## src/eprom_prog_pkg.sv

```systemverilog
// Package for the EPROM programmer controller: timing counts, pin struct and result codes.
// Assumes a 40 MHz single clock; supplies are switched by external drivers from enables.
package eprom_prog_pkg;

  // ****************************************************
  // Clock and timing
  // ****************************************************
  localparam int CLK_HZ = 40000000;
  localparam int PULSE_US = 1000;          // Nominal fast program pulse, 1 ms
  localparam int LONG_PULSE_US = 50000;    // Conventional pulse, 50 ms
  localparam int SETUP_US = 2;             // Address, data, supply, strobe setup
  localparam int ACCESS_NS = 450;          // Slowest read access allowed
  localparam int OVER_FACTOR = 4;          // Overprogram length per fast pulse
  localparam int MAX_PULSES = 15;          // Fast pulse limit per byte
  localparam int US_CYC = (CLK_HZ + 999999) / 1000000;
  localparam int PULSE_CYC = PULSE_US * US_CYC;
  localparam int LONG_CYC = LONG_PULSE_US * US_CYC;
  localparam int SETUP_CYC = SETUP_US * US_CYC;
  localparam int ACCESS_CYC = (ACCESS_NS * (CLK_HZ / 1000000) + 999) / 1000;

  // ****************************************************
  // Widths and field positions
  // ****************************************************
  localparam int ADDR_W = 14;
  localparam int ID_SEL_BIT = 0;
  localparam int ID_HV_BIT = 9;
  localparam int PARITY_BIT = 7;
  localparam logic [7:0] ERASED_BYTE = 8'hFF;
  localparam logic [3:0] MAX_PULSES_4 = 4'hF;

  // ****************************************************
  // Pin bundle and result codes
  // ****************************************************
  typedef struct packed {
    logic [ADDR_W-1:0] addr;
    logic [7:0] dout;
    logic dout_oe;
    logic chip_select_n;
    logic output_gate_n;
    logic program_strobe_n;
    logic id_hv_en;      // Elevated voltage on the id address line
    logic vcc_en;
    logic vcc_prog_lvl;  // Logic supply at programming level
    logic vpp_en;        // Programming supply at high level
  } pins_t;

  typedef enum logic [2:0] {
    RES_NONE = 3'h0,
    RES_OK = 3'h1,
    RES_ID_BAD = 3'h2,
    RES_PROG_FAIL = 3'h3,
    RES_VERIFY_FAIL = 3'h4
  } result_t;

endpackage

```

## src/eprom_programmer.sv

```systemverilog
// Programmer controller: identifies, programs and verifies a byte-wide EPROM.
// Assumes external level shifters from the enable outputs and an image source
// that returns the byte for the address on IMG_ADDR in the same cycle.
`timescale 1ns/10ps

// Overview of operation
// RQ1 - Id mode: high voltage on id line, select and gate low, other address low.
// RQ2 - Device gives two id bytes chosen by lowest address bit.
// RQ3 - Id bytes carry code in bits 0-6, bit 7 odd parity.
// RQ4 - Compare both id bytes with expected values; program only on match.
// RQ5 - Fast mode applies 1 ms strobe pulses to each byte.
// RQ6 - After every 1 ms pulse the byte is read back and compared.
// RQ7 - Once correct, one overprogram pulse of four times pulse count.
// RQ8 - Count 1 ms pulses per byte, never more than fifteen.
// RQ9 - Overprogram length 4 to 60 ms, from the pulse counter.
// RQ10 - After programming read every byte back at normal supply levels.
// RQ11 - Logic supply on before and off after programming supply.
// RQ12 - Optional conventional mode: one 50 ms pulse, no overprogram.
// RQ13 - Device floats outputs when gate or select goes high; the device model drives the inverse of the last byte instead.
// RQ14 - Erased bytes read all ones; skip bytes equal to erased value.
// RQ15 - Program: supply high, strobe low, select low, gate high.
// RQ16 - Byte failing after fifteen pulses stops with a failure result.
module eprom_programmer (
  // Clock and reset
  input wire logic REF_CLK,
  input wire logic ARST_N,
  // Job control
  input wire logic START,
  input wire logic LONG_MODE,
  input wire logic [7:0] EXP_MFR,
  input wire logic [7:0] EXP_PROD,
  input wire logic [eprom_prog_pkg::ADDR_W-1:0] LAST_ADDR,
  // Image source
  output logic [eprom_prog_pkg::ADDR_W-1:0] IMG_ADDR,
  input wire logic [7:0] IMG_DATA,
  // Device pins
  output eprom_prog_pkg::pins_t PINS,
  input wire logic [7:0] DEV_DIN,
  // Status
  output logic BUSY,
  output eprom_prog_pkg::result_t RESULT,
  output logic [eprom_prog_pkg::ADDR_W-1:0] FAIL_ADDR
);
  import eprom_prog_pkg::*;

  typedef enum logic [4:0] {
    S_IDLE = 5'h00,
    S_VCC_ON = 5'h01,
    S_ID_SET = 5'h02,
    S_ID_READ = 5'h03,
    S_VPP_ON = 5'h04,
    S_FETCH = 5'h05,
    S_PGM_SETUP = 5'h06,
    S_PGM_PULSE = 5'h07,
    S_PGM_HOLD = 5'h08,
    S_VER_SETUP = 5'h09,
    S_VER_READ = 5'h0A,
    S_OVER_SETUP = 5'h0B,
    S_OVER_PULSE = 5'h0C,
    S_NEXT = 5'h0D,
    S_VPP_OFF = 5'h0E,
    S_FIN_SETUP = 5'h0F,
    S_FIN_READ = 5'h10,
    S_VCC_OFF = 5'h11
  } st_t;

  typedef struct packed {
    st_t st;
    pins_t pins;
    logic [ADDR_W-1:0] addr;
    logic [7:0] data;
    logic [3:0] npulse;
    logic [5:0] over_cnt;
    logic id_byte;
    logic busy;
    result_t result;
    logic [ADDR_W-1:0] fail_addr;
    logic long_mode;
    logic tstart;
    logic [23:0] tcyc;
  } state_t;

  state_t s_q, s_d;
  logic [7:0] din_m, din_s;
  logic tdone;

  // Odd parity check of a byte read from the id row
  function automatic logic odd_ok(input logic [7:0] b);
    odd_ok = ^b;
  endfunction

  // Cycle count for a timed wait, cut to the timer's 24 bits
  function automatic logic [23:0] cyc24(input int n);
    cyc24 = n[23:0];
  endfunction

  // ****************************************************
  // Pin input synchroniser
  // ****************************************************
  always_ff @(posedge REF_CLK or negedge ARST_N) begin
    if (!ARST_N) begin
      din_m <= 8'h00;
      din_s <= 8'h00;
    end else begin
      din_m <= DEV_DIN;
      din_s <= din_m;
    end
  end

  // ****************************************************
  // Sequencer
  // ****************************************************
  always_comb begin
    s_d = s_q;
    s_d.tstart = 1'b0;
    unique case (s_q.st)
      S_IDLE: begin
        if (START) begin
          s_d.busy = 1'b1;
          s_d.result = RES_NONE;
          s_d.long_mode = LONG_MODE;
          s_d.pins.vcc_en = 1'b1; // RQ11
          s_d.st = S_VCC_ON;
          s_d.tstart = 1'b1;
          s_d.tcyc = cyc24(SETUP_CYC);
        end
      end
      S_VCC_ON: begin
        if (tdone) begin
          // Id entry: every address low except select bit
          s_d.pins.addr = '0; // RQ1
          s_d.pins.id_hv_en = 1'b1; // RQ1
          s_d.pins.chip_select_n = 1'b0; // RQ1
          s_d.pins.output_gate_n = 1'b0; // RQ1
          s_d.id_byte = 1'b0;
          s_d.st = S_ID_SET;
          s_d.tstart = 1'b1;
          s_d.tcyc = cyc24(SETUP_CYC);
        end
      end
      S_ID_SET: begin
        if (tdone) begin
          s_d.st = S_ID_READ;
          s_d.tstart = 1'b1;
          s_d.tcyc = cyc24(ACCESS_CYC + 2);
        end
      end
      S_ID_READ: begin
        if (tdone) begin
          // Mismatch or bad parity aborts before any programming
          if (din_s != (s_q.id_byte ? EXP_PROD : EXP_MFR) || !odd_ok(din_s)) begin // RQ4
            s_d.result = RES_ID_BAD;
            s_d.pins.id_hv_en = 1'b0;
            s_d.pins.output_gate_n = 1'b1;
            s_d.st = S_VCC_OFF;
          end else if (!s_q.id_byte) begin
            s_d.id_byte = 1'b1;
            s_d.pins.addr[ID_SEL_BIT] = 1'b1; // RQ2
            s_d.st = S_ID_SET;
          end else begin
            s_d.pins.id_hv_en = 1'b0;
            s_d.pins.output_gate_n = 1'b1;
            s_d.pins.chip_select_n = 1'b1;
            s_d.pins.vcc_prog_lvl = ~s_q.long_mode;
            s_d.pins.vpp_en = 1'b1; // RQ11
            s_d.addr = '0;
            s_d.st = S_VPP_ON;
          end
          s_d.tstart = 1'b1;
          s_d.tcyc = cyc24(SETUP_CYC);
        end
      end
      S_VPP_ON: begin
        if (tdone) begin
          s_d.st = S_FETCH;
        end
      end
      S_FETCH: begin
        // Image byte for s_q.addr arrives this cycle
        s_d.data = IMG_DATA;
        s_d.npulse = 4'h0;
        if (IMG_DATA == ERASED_BYTE) begin // RQ14
          s_d.st = S_NEXT;
        end else begin
          s_d.pins.addr = s_q.addr;
          s_d.pins.dout = IMG_DATA;
          s_d.pins.dout_oe = 1'b1;
          s_d.pins.chip_select_n = 1'b0; // RQ15
          s_d.pins.output_gate_n = 1'b1; // RQ15
          s_d.st = S_PGM_SETUP;
          s_d.tstart = 1'b1;
          s_d.tcyc = cyc24(SETUP_CYC);
        end
      end
      S_PGM_SETUP: begin
        if (tdone) begin
          s_d.pins.program_strobe_n = 1'b0; // RQ15
          s_d.npulse = s_q.npulse + 4'h1; // RQ8
          s_d.st = S_PGM_PULSE;
          s_d.tstart = 1'b1;
          s_d.tcyc = s_q.long_mode ? cyc24(LONG_CYC) : cyc24(PULSE_CYC); // RQ5 RQ12
        end
      end
      S_PGM_PULSE: begin
        if (tdone) begin
          s_d.pins.program_strobe_n = 1'b1;
          s_d.st = S_PGM_HOLD;
          s_d.tstart = 1'b1;
          s_d.tcyc = cyc24(SETUP_CYC);
        end
      end
      S_PGM_HOLD: begin
        if (tdone) begin
          if (s_q.long_mode) begin
            s_d.pins.dout_oe = 1'b0;
            s_d.st = S_NEXT; // RQ12
          end else begin
            s_d.pins.dout_oe = 1'b0;
            s_d.pins.output_gate_n = 1'b0; // RQ6
            s_d.st = S_VER_SETUP;
            s_d.tstart = 1'b1;
            s_d.tcyc = cyc24(ACCESS_CYC + 2);
          end
        end
      end
      S_VER_SETUP: begin
        if (tdone) begin
          s_d.st = S_VER_READ;
        end
      end
      S_VER_READ: begin
        s_d.pins.output_gate_n = 1'b1;
        s_d.tstart = 1'b1;
        s_d.tcyc = cyc24(SETUP_CYC);
        s_d.pins.dout_oe = 1'b1;
        if (din_s == s_q.data) begin // RQ6
          s_d.over_cnt = {s_q.npulse, 2'b00}; // RQ7 RQ9
          s_d.st = S_OVER_SETUP;
        end else if (s_q.npulse == MAX_PULSES_4) begin // RQ8
          s_d.result = RES_PROG_FAIL; // RQ16
          s_d.fail_addr = s_q.addr;
          s_d.pins.dout_oe = 1'b0;
          s_d.pins.chip_select_n = 1'b1;
          s_d.st = S_VPP_OFF;
        end else begin
          s_d.st = S_PGM_SETUP;
        end
      end
      S_OVER_SETUP: begin
        if (tdone) begin
          s_d.pins.program_strobe_n = 1'b0; // RQ7
          s_d.st = S_OVER_PULSE;
          s_d.tstart = 1'b1;
          s_d.tcyc = cyc24(PULSE_CYC);
        end
      end
      S_OVER_PULSE: begin
        // Overprogram runs as over_cnt back-to-back 1 ms chunks
        if (tdone) begin
          if (s_q.over_cnt == 6'h01) begin
            s_d.pins.program_strobe_n = 1'b1;
            s_d.pins.dout_oe = 1'b0;
            s_d.st = S_NEXT;
          end else begin
            s_d.over_cnt = s_q.over_cnt - 6'h01; // RQ9
            s_d.tstart = 1'b1;
            s_d.tcyc = cyc24(PULSE_CYC);
          end
        end
      end
      S_NEXT: begin
        if (!s_q.tstart && (s_q.pins.program_strobe_n)) begin
          if (s_q.addr == LAST_ADDR) begin
            s_d.pins.chip_select_n = 1'b1;
            s_d.pins.vpp_en = 1'b0; // RQ11
            s_d.st = S_VPP_OFF;
            s_d.tstart = 1'b1;
            s_d.tcyc = cyc24(SETUP_CYC);
          end else begin
            s_d.addr = s_q.addr + {{(ADDR_W-1){1'b0}}, 1'b1};
            s_d.st = S_FETCH;
          end
        end
      end
      S_VPP_OFF: begin
        s_d.pins.vpp_en = 1'b0;
        s_d.pins.vcc_prog_lvl = 1'b0; // RQ10
        if (tdone) begin
          if (s_q.result == RES_PROG_FAIL) begin
            s_d.st = S_VCC_OFF;
          end else begin
            s_d.addr = '0;
            s_d.st = S_FIN_SETUP;
          end
          s_d.tstart = 1'b1;
          s_d.tcyc = cyc24(SETUP_CYC);
        end
      end
      S_FIN_SETUP: begin
        s_d.pins.addr = s_q.addr;
        s_d.pins.chip_select_n = 1'b0;
        s_d.pins.output_gate_n = 1'b0;
        s_d.data = IMG_DATA;
        if (tdone) begin
          s_d.st = S_FIN_READ;
        end
      end
      S_FIN_READ: begin
        // Normal-level read of every byte
        if (din_s != s_q.data) begin // RQ10
          s_d.result = RES_VERIFY_FAIL;
          s_d.fail_addr = s_q.addr;
          s_d.st = S_VCC_OFF;
        end else if (s_q.addr == LAST_ADDR) begin
          s_d.result = RES_OK;
          s_d.st = S_VCC_OFF;
        end else begin
          s_d.addr = s_q.addr + {{(ADDR_W-1){1'b0}}, 1'b1};
          s_d.st = S_FIN_SETUP;
        end
        // Gate rises after every byte so each address is a separate read
        s_d.pins.output_gate_n = 1'b1; // RQ10
        s_d.tstart = 1'b1;
        s_d.tcyc = cyc24(ACCESS_CYC + 2);
      end
      S_VCC_OFF: begin
        s_d.pins.vpp_en = 1'b0;
        s_d.pins.chip_select_n = 1'b1;
        s_d.pins.output_gate_n = 1'b1;
        if (tdone) begin
          s_d.pins.vcc_en = 1'b0; // RQ11
          s_d.busy = 1'b0;
          s_d.st = S_IDLE;
        end
      end
      default: begin
        s_d.st = S_IDLE;
      end
    endcase
  end

  // State register
  always_ff @(posedge REF_CLK or negedge ARST_N) begin
    if (!ARST_N) begin
      s_q <= '0;
      s_q.pins.chip_select_n <= 1'b1;
      s_q.pins.output_gate_n <= 1'b1;
      s_q.pins.program_strobe_n <= 1'b1;
    end else begin
      s_q <= s_d;
    end
  end

  // ****************************************************
  // Interval timer
  // ****************************************************
  eprom_timer u_timer (
    .clk(REF_CLK),
    .arst_n(ARST_N),
    .start(s_q.tstart),
    .cycles(s_q.tcyc),
    .done(tdone)
  );

  // Outputs
  assign PINS = s_q.pins;
  assign IMG_ADDR = s_q.addr;
  assign BUSY = s_q.busy;
  assign RESULT = s_q.result;
  assign FAIL_ADDR = s_q.fail_addr;

  // ****************************************************
  // Checks
  // ****************************************************
  a_vpp_after_vcc: assert property (@(posedge REF_CLK) disable iff (!ARST_N) // RQ11
    s_q.pins.vpp_en |-> s_q.pins.vcc_en) else $error("vpp on without vcc");
  a_strobe_cond: assert property (@(posedge REF_CLK) disable iff (!ARST_N) // RQ15
    !s_q.pins.program_strobe_n |-> s_q.pins.vpp_en && !s_q.pins.chip_select_n
    && s_q.pins.output_gate_n) else $error("strobe without program setup");
  a_pulse_limit: assert property (@(posedge REF_CLK) disable iff (!ARST_N) // RQ8
    s_q.npulse <= MAX_PULSES_4) else $error("too many pulses");
  a_id_entry: assert property (@(posedge REF_CLK) disable iff (!ARST_N) // RQ1
    s_q.pins.id_hv_en |-> s_q.pins.addr[ADDR_W-1:1] == '0) else $error("id address bad");
  a_over_len: assert property (@(posedge REF_CLK) disable iff (!ARST_N) // RQ7
    $rose(s_q.st == S_OVER_SETUP) |-> s_q.over_cnt == {s_q.npulse, 2'b00})
    else $error("overprogram length wrong");
  a_fail_stop: assert property (@(posedge REF_CLK) disable iff (!ARST_N) // RQ16
    s_q.result == RES_PROG_FAIL |-> s_q.st != S_OVER_PULSE) else $error("overprogram after fail");
  a_strobe_end: assert property (@(posedge REF_CLK) disable iff (!ARST_N) // RQ5
    $fell(s_q.pins.program_strobe_n) && !s_q.long_mode && s_q.st == S_PGM_PULSE
    |-> ##1 !s_q.pins.program_strobe_n) else $error("strobe too short");
  a_final_lvl: assert property (@(posedge REF_CLK) disable iff (!ARST_N) // RQ10
    s_q.st == S_FIN_READ |-> !s_q.pins.vpp_en && !s_q.pins.vcc_prog_lvl)
    else $error("final read at program levels");
endmodule

```

## src/eprom_timer.sv

```systemverilog
// Down counter giving a done pulse after a loaded number of cycles.
// Assumes the loader holds start for one cycle only.
`timescale 1ns/10ps
module eprom_timer (
  // Clock and reset
  input wire logic clk,
  input wire logic arst_n,
  // Control
  input wire logic start,
  input wire logic [23:0] cycles,
  output logic done
);
  import eprom_prog_pkg::*;

  typedef struct packed {
    logic [23:0] cnt;
    logic run;
    logic done;
  } tstate_t;

  tstate_t s_q, s_d;

  // Count down, one-cycle done when the count reaches one
  always_comb begin
    s_d = s_q;
    s_d.done = 1'b0;
    if (start) begin
      s_d.cnt = cycles;
      s_d.run = 1'b1;
    end else if (s_q.run) begin
      if (s_q.cnt <= 24'h000001) begin
        s_d.run = 1'b0;
        s_d.done = 1'b1;
      end else begin
        s_d.cnt = s_q.cnt - 24'h000001;
      end
    end
  end

  // State register
  always_ff @(posedge clk or negedge arst_n) begin
    if (!arst_n) begin
      s_q <= '0;
    end else begin
      s_q <= s_d;
    end
  end

  assign done = s_q.done;
endmodule
```

## config.mk

```make
export PLATFORM = sky130hd
export DESIGN_NAME = eprom_programmer
export DESIGN_NICKNAME = d
export VERILOG_FILES = /design/src/eprom_prog_pkg.sv /design/src/eprom_programmer.sv /design/src/eprom_timer.sv
export SDC_FILE = /design/constraint.sdc
export NUM_CORES = 1
export LEC_CHECK = 0
export BUFFER_PORTS_ARGS = -buffer_cell sky130_fd_sc_hd__buf_2
export CORE_MARGIN = 2
export CORE_UTILIZATION = 45
export CTS_BUF_LIST = sky130_fd_sc_hd__clkbuf_16
export CTS_CLUSTER_DIAMETER = 80
export DETAILED_ROUTE_END_ITERATION = 6
export GPL_ROUTABILITY_DRIVEN = 1
export GPL_TIMING_DRIVEN = 0
export HOLD_SLACK_MARGIN = 0.05
export PLACE_DENSITY_LB_ADDON = 0.2
export REMOVE_ABC_BUFFERS = 1
export SYNTH_ARGS = -nofsm -noshare
export SYNTH_HDL_FRONTEND = slang
export SYNTH_SLANG_ARGS = --single-unit
```

## constraint.sdc

```tcl
create_clock -name REF_CLK -period 6.9 [get_ports REF_CLK]
set_clock_uncertainty 0.05 [all_clocks]
set_input_delay 2.07 -clock REF_CLK [delete_from_list [all_inputs] [get_ports REF_CLK]]
set_output_delay 2.07 -clock REF_CLK [all_outputs]
set_load 0.02 [all_outputs]
```

After elaboration in Yosys (flattened, before gate mapping):

Cells that the tools add are included.

* add/subtract/negate cells: 4
* reductions and logical operators: 49
* order comparisons: 1
* eq/ne operators: 60
* muxes and demuxes: 112
* bitwise gates (word level): 2

Operator list (number)
* 25-bit 2-to-1 mux: 14
* 25-bit case mux with 11 select lines: 1
* 5-bit 2-to-1 mux: 20
* 5-bit case mux with 18 select lines: 1
* 14-bit 2-to-1 mux: 5
* 14-bit case mux with 4 select lines: 1
* 16-bit 2-to-1 mux: 3
* 5-bit by 4-bit equality test with 1-bit output, second input constant: 8
* 13-bit case mux with 3 select lines: 1
* 2-bit != test, second input constant: 18
* 17-bit 2-to-1 mux: 2
* 2-bit by 1-bit != test with 1-bit output, second input constant: 15
* 14-bit case mux with 2 select lines: 1
* 26-bit 2-to-1 mux: 1
* 24-bit by 1-bit less-or-equal comparator with 1-bit output, second input constant: 1
* 24-bit 2-to-1 mux: 1
* 24-bit by 1-bit subtractor with 24-bit output, second input constant: 1
* 1-bit 2-to-1 mux: 23
* 21-bit 2-to-1 mux: 1
* 5-bit by 3-bit equality test with 1-bit output, second input constant: 4
* 4-bit 2-to-1 mux: 5
* 4-bit AND reduction: 5
* 19-bit 2-to-1 mux: 1
* 3-bit 2-to-1 mux: 6
* 50 further kinds: 89

* output and inout bits: 62
* input port bits: 50
* register bits after elaboration: 154

Longest topological paths before layout:

* depth after elaboration: 6
* gate-level depth with buffers: 9

Hierarchy:

From an unflattened synthesis, not the netlist that was laid out.

* cell total of the unflattened synthesis: 837
* area, all modules: 7826.3 um^2

Modules (own cells, without submodules)
* eprom_programmer: times used 1, cells an instance 651, seq. area each 2731.4 um^2, area an instance 6164.7 um^2
* eprom_timer: times used 1, cells an instance 186, seq. area each 650.6 um^2, area an instance 1661.6 um^2

Worst setup path after synthesis:

OpenSTA, ideal clock, no wires.

* kind: input to register
* from: in LAST_ADDR[13] (netlist name)
* to: reg s_q, in the netlist PINS[0]
* data required time: 6.729 ns
* data arrival time: 3.508 ns
* cell stages on the path: 7
* setup time: 0.121 ns
* path slack: 3.221 ns
* cells stage by stage: xor2_1 > nor4_1 > and4_1 > buf_2 > clkbuf_1 > o21ai_0 > o22a_1

* longest elaborated chain between the ends: 3

RTL lines
* from (decl): RTL line eprom_programmer.sv:32 `input wire logic [eprom_prog_pkg::ADDR_W-1:0] LAST_ADDR,`
* 14-bit equality test: RTL line eprom_programmer.sv:273 `if (s_q.addr == LAST_ADDR) begin`
* 2-bit != test (no line)
* 6-bit AND reduction (no line)
* to (decl): RTL line eprom_programmer.sv:83 `state_t s_q, s_d;`

No other way between the ends.
A chain may end at the register's enable or synchronous reset.

Final worst setup path:

* from: in LAST_ADDR[8] (netlist name)
* to: reg s_q[20] (netlist name)

* longest elaborated chain between the ends: 3

RTL lines (RTL line)
* 14-bit equality test: eprom_programmer.sv:273
* 2-bit != test (no line)
* 13-bit AND reduction (no line)

No other way between the ends.

==> reports/qor_table.md <==
| Metric | This run |
| --- | --- |
| Run status | finished clean |
| Ant. Diodes | 0 |
| # Post-CTS Setup Buffers | 0 |
| Fraction of final layout cells with drive strength greater than 1 | 0.215 |
| Boundary Pins | 112 |
| Final-layout fill cell count | 1,585 |
| Initial Util | 0.457 |
| Total routing resource utilization after global routing | 0.209 |
| # port buffers | 111 |
| Initial drt markers | 551 |
| Area of the mapped netlist | 7820 um^2 |
| MaxCap Viol Count | 0 |
| Die Area | 18,400 um^2 |
| Fin Setup TNS | 0 ns |
| Leakage power | 0.00397 uW |
| CTS H-Tree Depth | 4 |
| Die height | 136 um |
| Clk sinks | 135 |
| Final max-slew violation count | 0 |
| Total congestion overflow after global routing | 0 |
| Type of the tightest min-delay check | reg -> reg |
| Worst Min Path Start | din_m[4]$_DFF_PN0_ |
| Final core area utilization | 0.510 |
| Required time at the endpoint of the critical path | 7.16 ns |
| Tmin final | 4.43 ns |
| Fin worst setup slack | 2.47 ns |
| Via density per instance | 5.63 |
| Clock buffer depth | 2 |
| Number of unique standard cell types used by synthesis | 69 |
| Number of synthesized register bits | 135 |
| Clk Tree Root Cell | clkbuf_16 |
| DRC Markers | 0 |
| Number of warning messages in the yosys log | 0 |
| Remaining number of nets flagged by the antenna check after routing | 0 |
| RSZ-0062 raised after global routing | no |
| Clock share of power | 0.313 |
| Portion of the clock cycle consumed by the worst path in the final layout | 0.642 |
| Synth Flop Type | dfrtp_1 |
| Data arrival time at the worst-slack endpoint | 4.69 ns |
| Clock transition at the register clock pins on the worst setup and hold paths after CTS | 0.06 ns |
| Share of synthesized registers carrying an async set or reset | 1.00 |
| Die span in x | 136 um |
| Post-DP HPWL | 12,800 um |
| Initial antenna violation count | 0 |
| Vias in the first global route | 5,897 |
| FMAX | 226 MHz |
| Peak supply drop | 210 uV |
| EDFF count, synth | 0 |
| Wire length of the first global-routing pass | 30,600 um |
| Internal | 2080 uW |
| Clock latency of the later-clocked register in the worst-skew pair | 0.42 ns |
| Start-to-end type of the worst setup path | in -> reg |
| Clock buffers created by TritonCTS | 17 |
| Average cell area after synthesis | 9.36 um^2 |
| Transition time of the tightest slew-check pin | 1.20 ns |
| Count of final setup violators | 0 |
| Cell Rows | 48 |
| TritonCTS clock tree | done |
| Power share of the sequential group | 0.364 |
| Number of nets at the end of the flow | 917 |
| Resized Gates After CTS | 0 |
| Timing startpoint of the critical path | LAST_ADDR[8] |
| Routability congestion estimate from global placement | 0.896 |
| Part of the power in combinational logic | 0.322 |
| Peak fanout along the critical path | 27 |
| Pin count of the biggest net entering global routing | 77 |
| Average routed wire per standard cell | 16.8 um |
| Reg-to-reg startpoint | s_q[107]$_DFFE_PN0P_ |
| Placement-stage worst setup slack | 2.07 ns |
| Post-synthesis cell count | 835 |
| Total wire length after detailed routing | 18,500 um |
| Sequential cell area fraction in the yosys report | 0.433 |
| Endpoint type of the worst setup path | flop |
| Area growth, synth to finish | 11.7% |
| Detailed-routing iteration count for the pre-antenna-repair pass | 5 |
| CTS Hold Buffers Added | 0 |
| Total number of vias | 6,182 |
| Sort of element at the start of the critical path | input pin |
| Switching share of total power | 0.372 |
| Power density of the placed cells | 379 nW/um^2 |
| Slew HR | 0.200 |
| Net switching power | 1230 uW |
| Core Region | 17,100 um^2 |
| Hold Violations, Final | 0 |
==> registers in the layout, indices dropped and copies added (netlist names) <==
signal / cells
u_timer.done: 1
RESULT: 3
BUSY: 1
FAIL_ADDR: 14
s_q: 32
din_s: 8
IMG_ADDR: 14
din_m: 8
u_timer.s_q: 25
PINS: 29
==> per-stage QoR <==
| step | total power, uW | hold slack, ns | area [um^2] | cells |
|---|---|---|---|---|
| floorplan | 1930 | 0.281 | 7170 | 729 |
| global placement | 2260 | 0.282 | 8010 | 1065 |
| detailed placement | 2270 | 0.286 | 8060 | 1067 |
| CTS | 3320 | 0.299 | 8730 | 1099 |
| global route | 3530 | 0.301 | 8730 | 1099 |
| finish | 3310 | 0.298 | 8730 | 1099 |
==> synthesized netlist by cell type (all sizes together) (14+ instances only) <==
cell	instances	area, um^2
dfrtp	132	3300
buf	73	518
nand2	72	270
nor2	52	195
o21ai	50	250
a21oi	42	210
xor2	35	307
clkbuf	33	124
inv	27	101
nor3	27	135
mux2	25	282
xnor2	25	219
nand3	23	128
nand4	17	106
nor4	16	136
a22o	15	131
nand2b	14	87.6
==> final cells by class <==
type | instances | area (um^2) | area share
Tap cell | 225 | 282 | 0.0322
Clock inverter | 15 | 246 | 0.0282
Timing Repair Buffer | 113 | 601 | 0.0688
Sequential cell | 135 | 3380 | 0.387
Clock buffer | 17 | 425 | 0.0487
Multi-Input combinational cell | 567 | 3700 | 0.423
Inverter | 27 | 101 | 0.0116
==> worst max-delay path: stages <==
cell	delay [ns]
buf_2	0.10
xor2_1	0.17
nor4_1	0.49
and4_1	0.91
nand3_1	0.34
and3_1	0.34
a32o_1	0.26
==> placed cells by master (no fill, tap or decap), types with 5 or more instances in the layout <==
cell type / instances
dfrtp_1: 132
buf_2: 110
nand2_1: 72
nor2_1: 52
o21ai_0: 47
a21oi_1: 42
xor2_1: 35
inv_1: 28
nor3_1: 27
mux2_2: 25
xnor2_1: 25
nand3_1: 22
nand4_1: 17
clkbuf_16: 17
a22o_1: 15
nand2b_1: 14
nor4_1: 13
nor2b_1: 12
mux2i_1: 11
o22ai_1: 11
a31oi_1: 7
nand3b_1: 7
or3_1: 6
ha_1: 6
bufinv_16: 6
a211oi_1: 5
and3_1: 5
o21a_1: 5
a21boi_0: 5
o2bb2ai_1: 5
==> logic make-up (layout without fill, tap and decap cells) <==
group | Yosys count | after routing | synth area share
simple gates | 276 | 276 | 0.186
compound gates | 189 | 189 | 0.159
flops | 135 | 135 | 0.433
buf+inv | 133 | 172 | 0.0951
xor+xnor | 60 | 60 | 0.0672
mux | 36 | 36 | 0.0501
fa+ha+maj | 6 | 6 | 0.00960
==> routing by layer <==
layer,wire length [um],track usage
met5,0,0
met1,8610,0.295
met4,281,0.0671
met2,8360,0.323
met3,1200,0.0449
==> path summary, 6_finish.rpt <==
path	to	slack, ns	cells past startpoint
min	din_s[4]$_DFF_PN0_	0.30	0
max	s_q[20]$_DFFE_PN0P_	2.47	7
max in group asynchronous	PINS[5]$_DFFE_PN1P_	4.39	2
min reg2reg	din_s[4]$_DFF_PN0_	0.30	0
max reg2reg	PINS[16]$_DFFE_PN0P_	2.98	7
min in group asynchronous	u_timer.s_q[3]$_DFFE_PN0P_	1.62	1
==> power groups by stage <==
stage	combinational [uW]	sequential (uW)	clock, uW
finish	1070	1210	1040
global route	1190	1240	1100
CTS	1060	1200	1060
detailed placement	1060	1210	0
global placement	1050	1210	0
floorplan	714	1210	0
(Power assumes the default switching activity.)
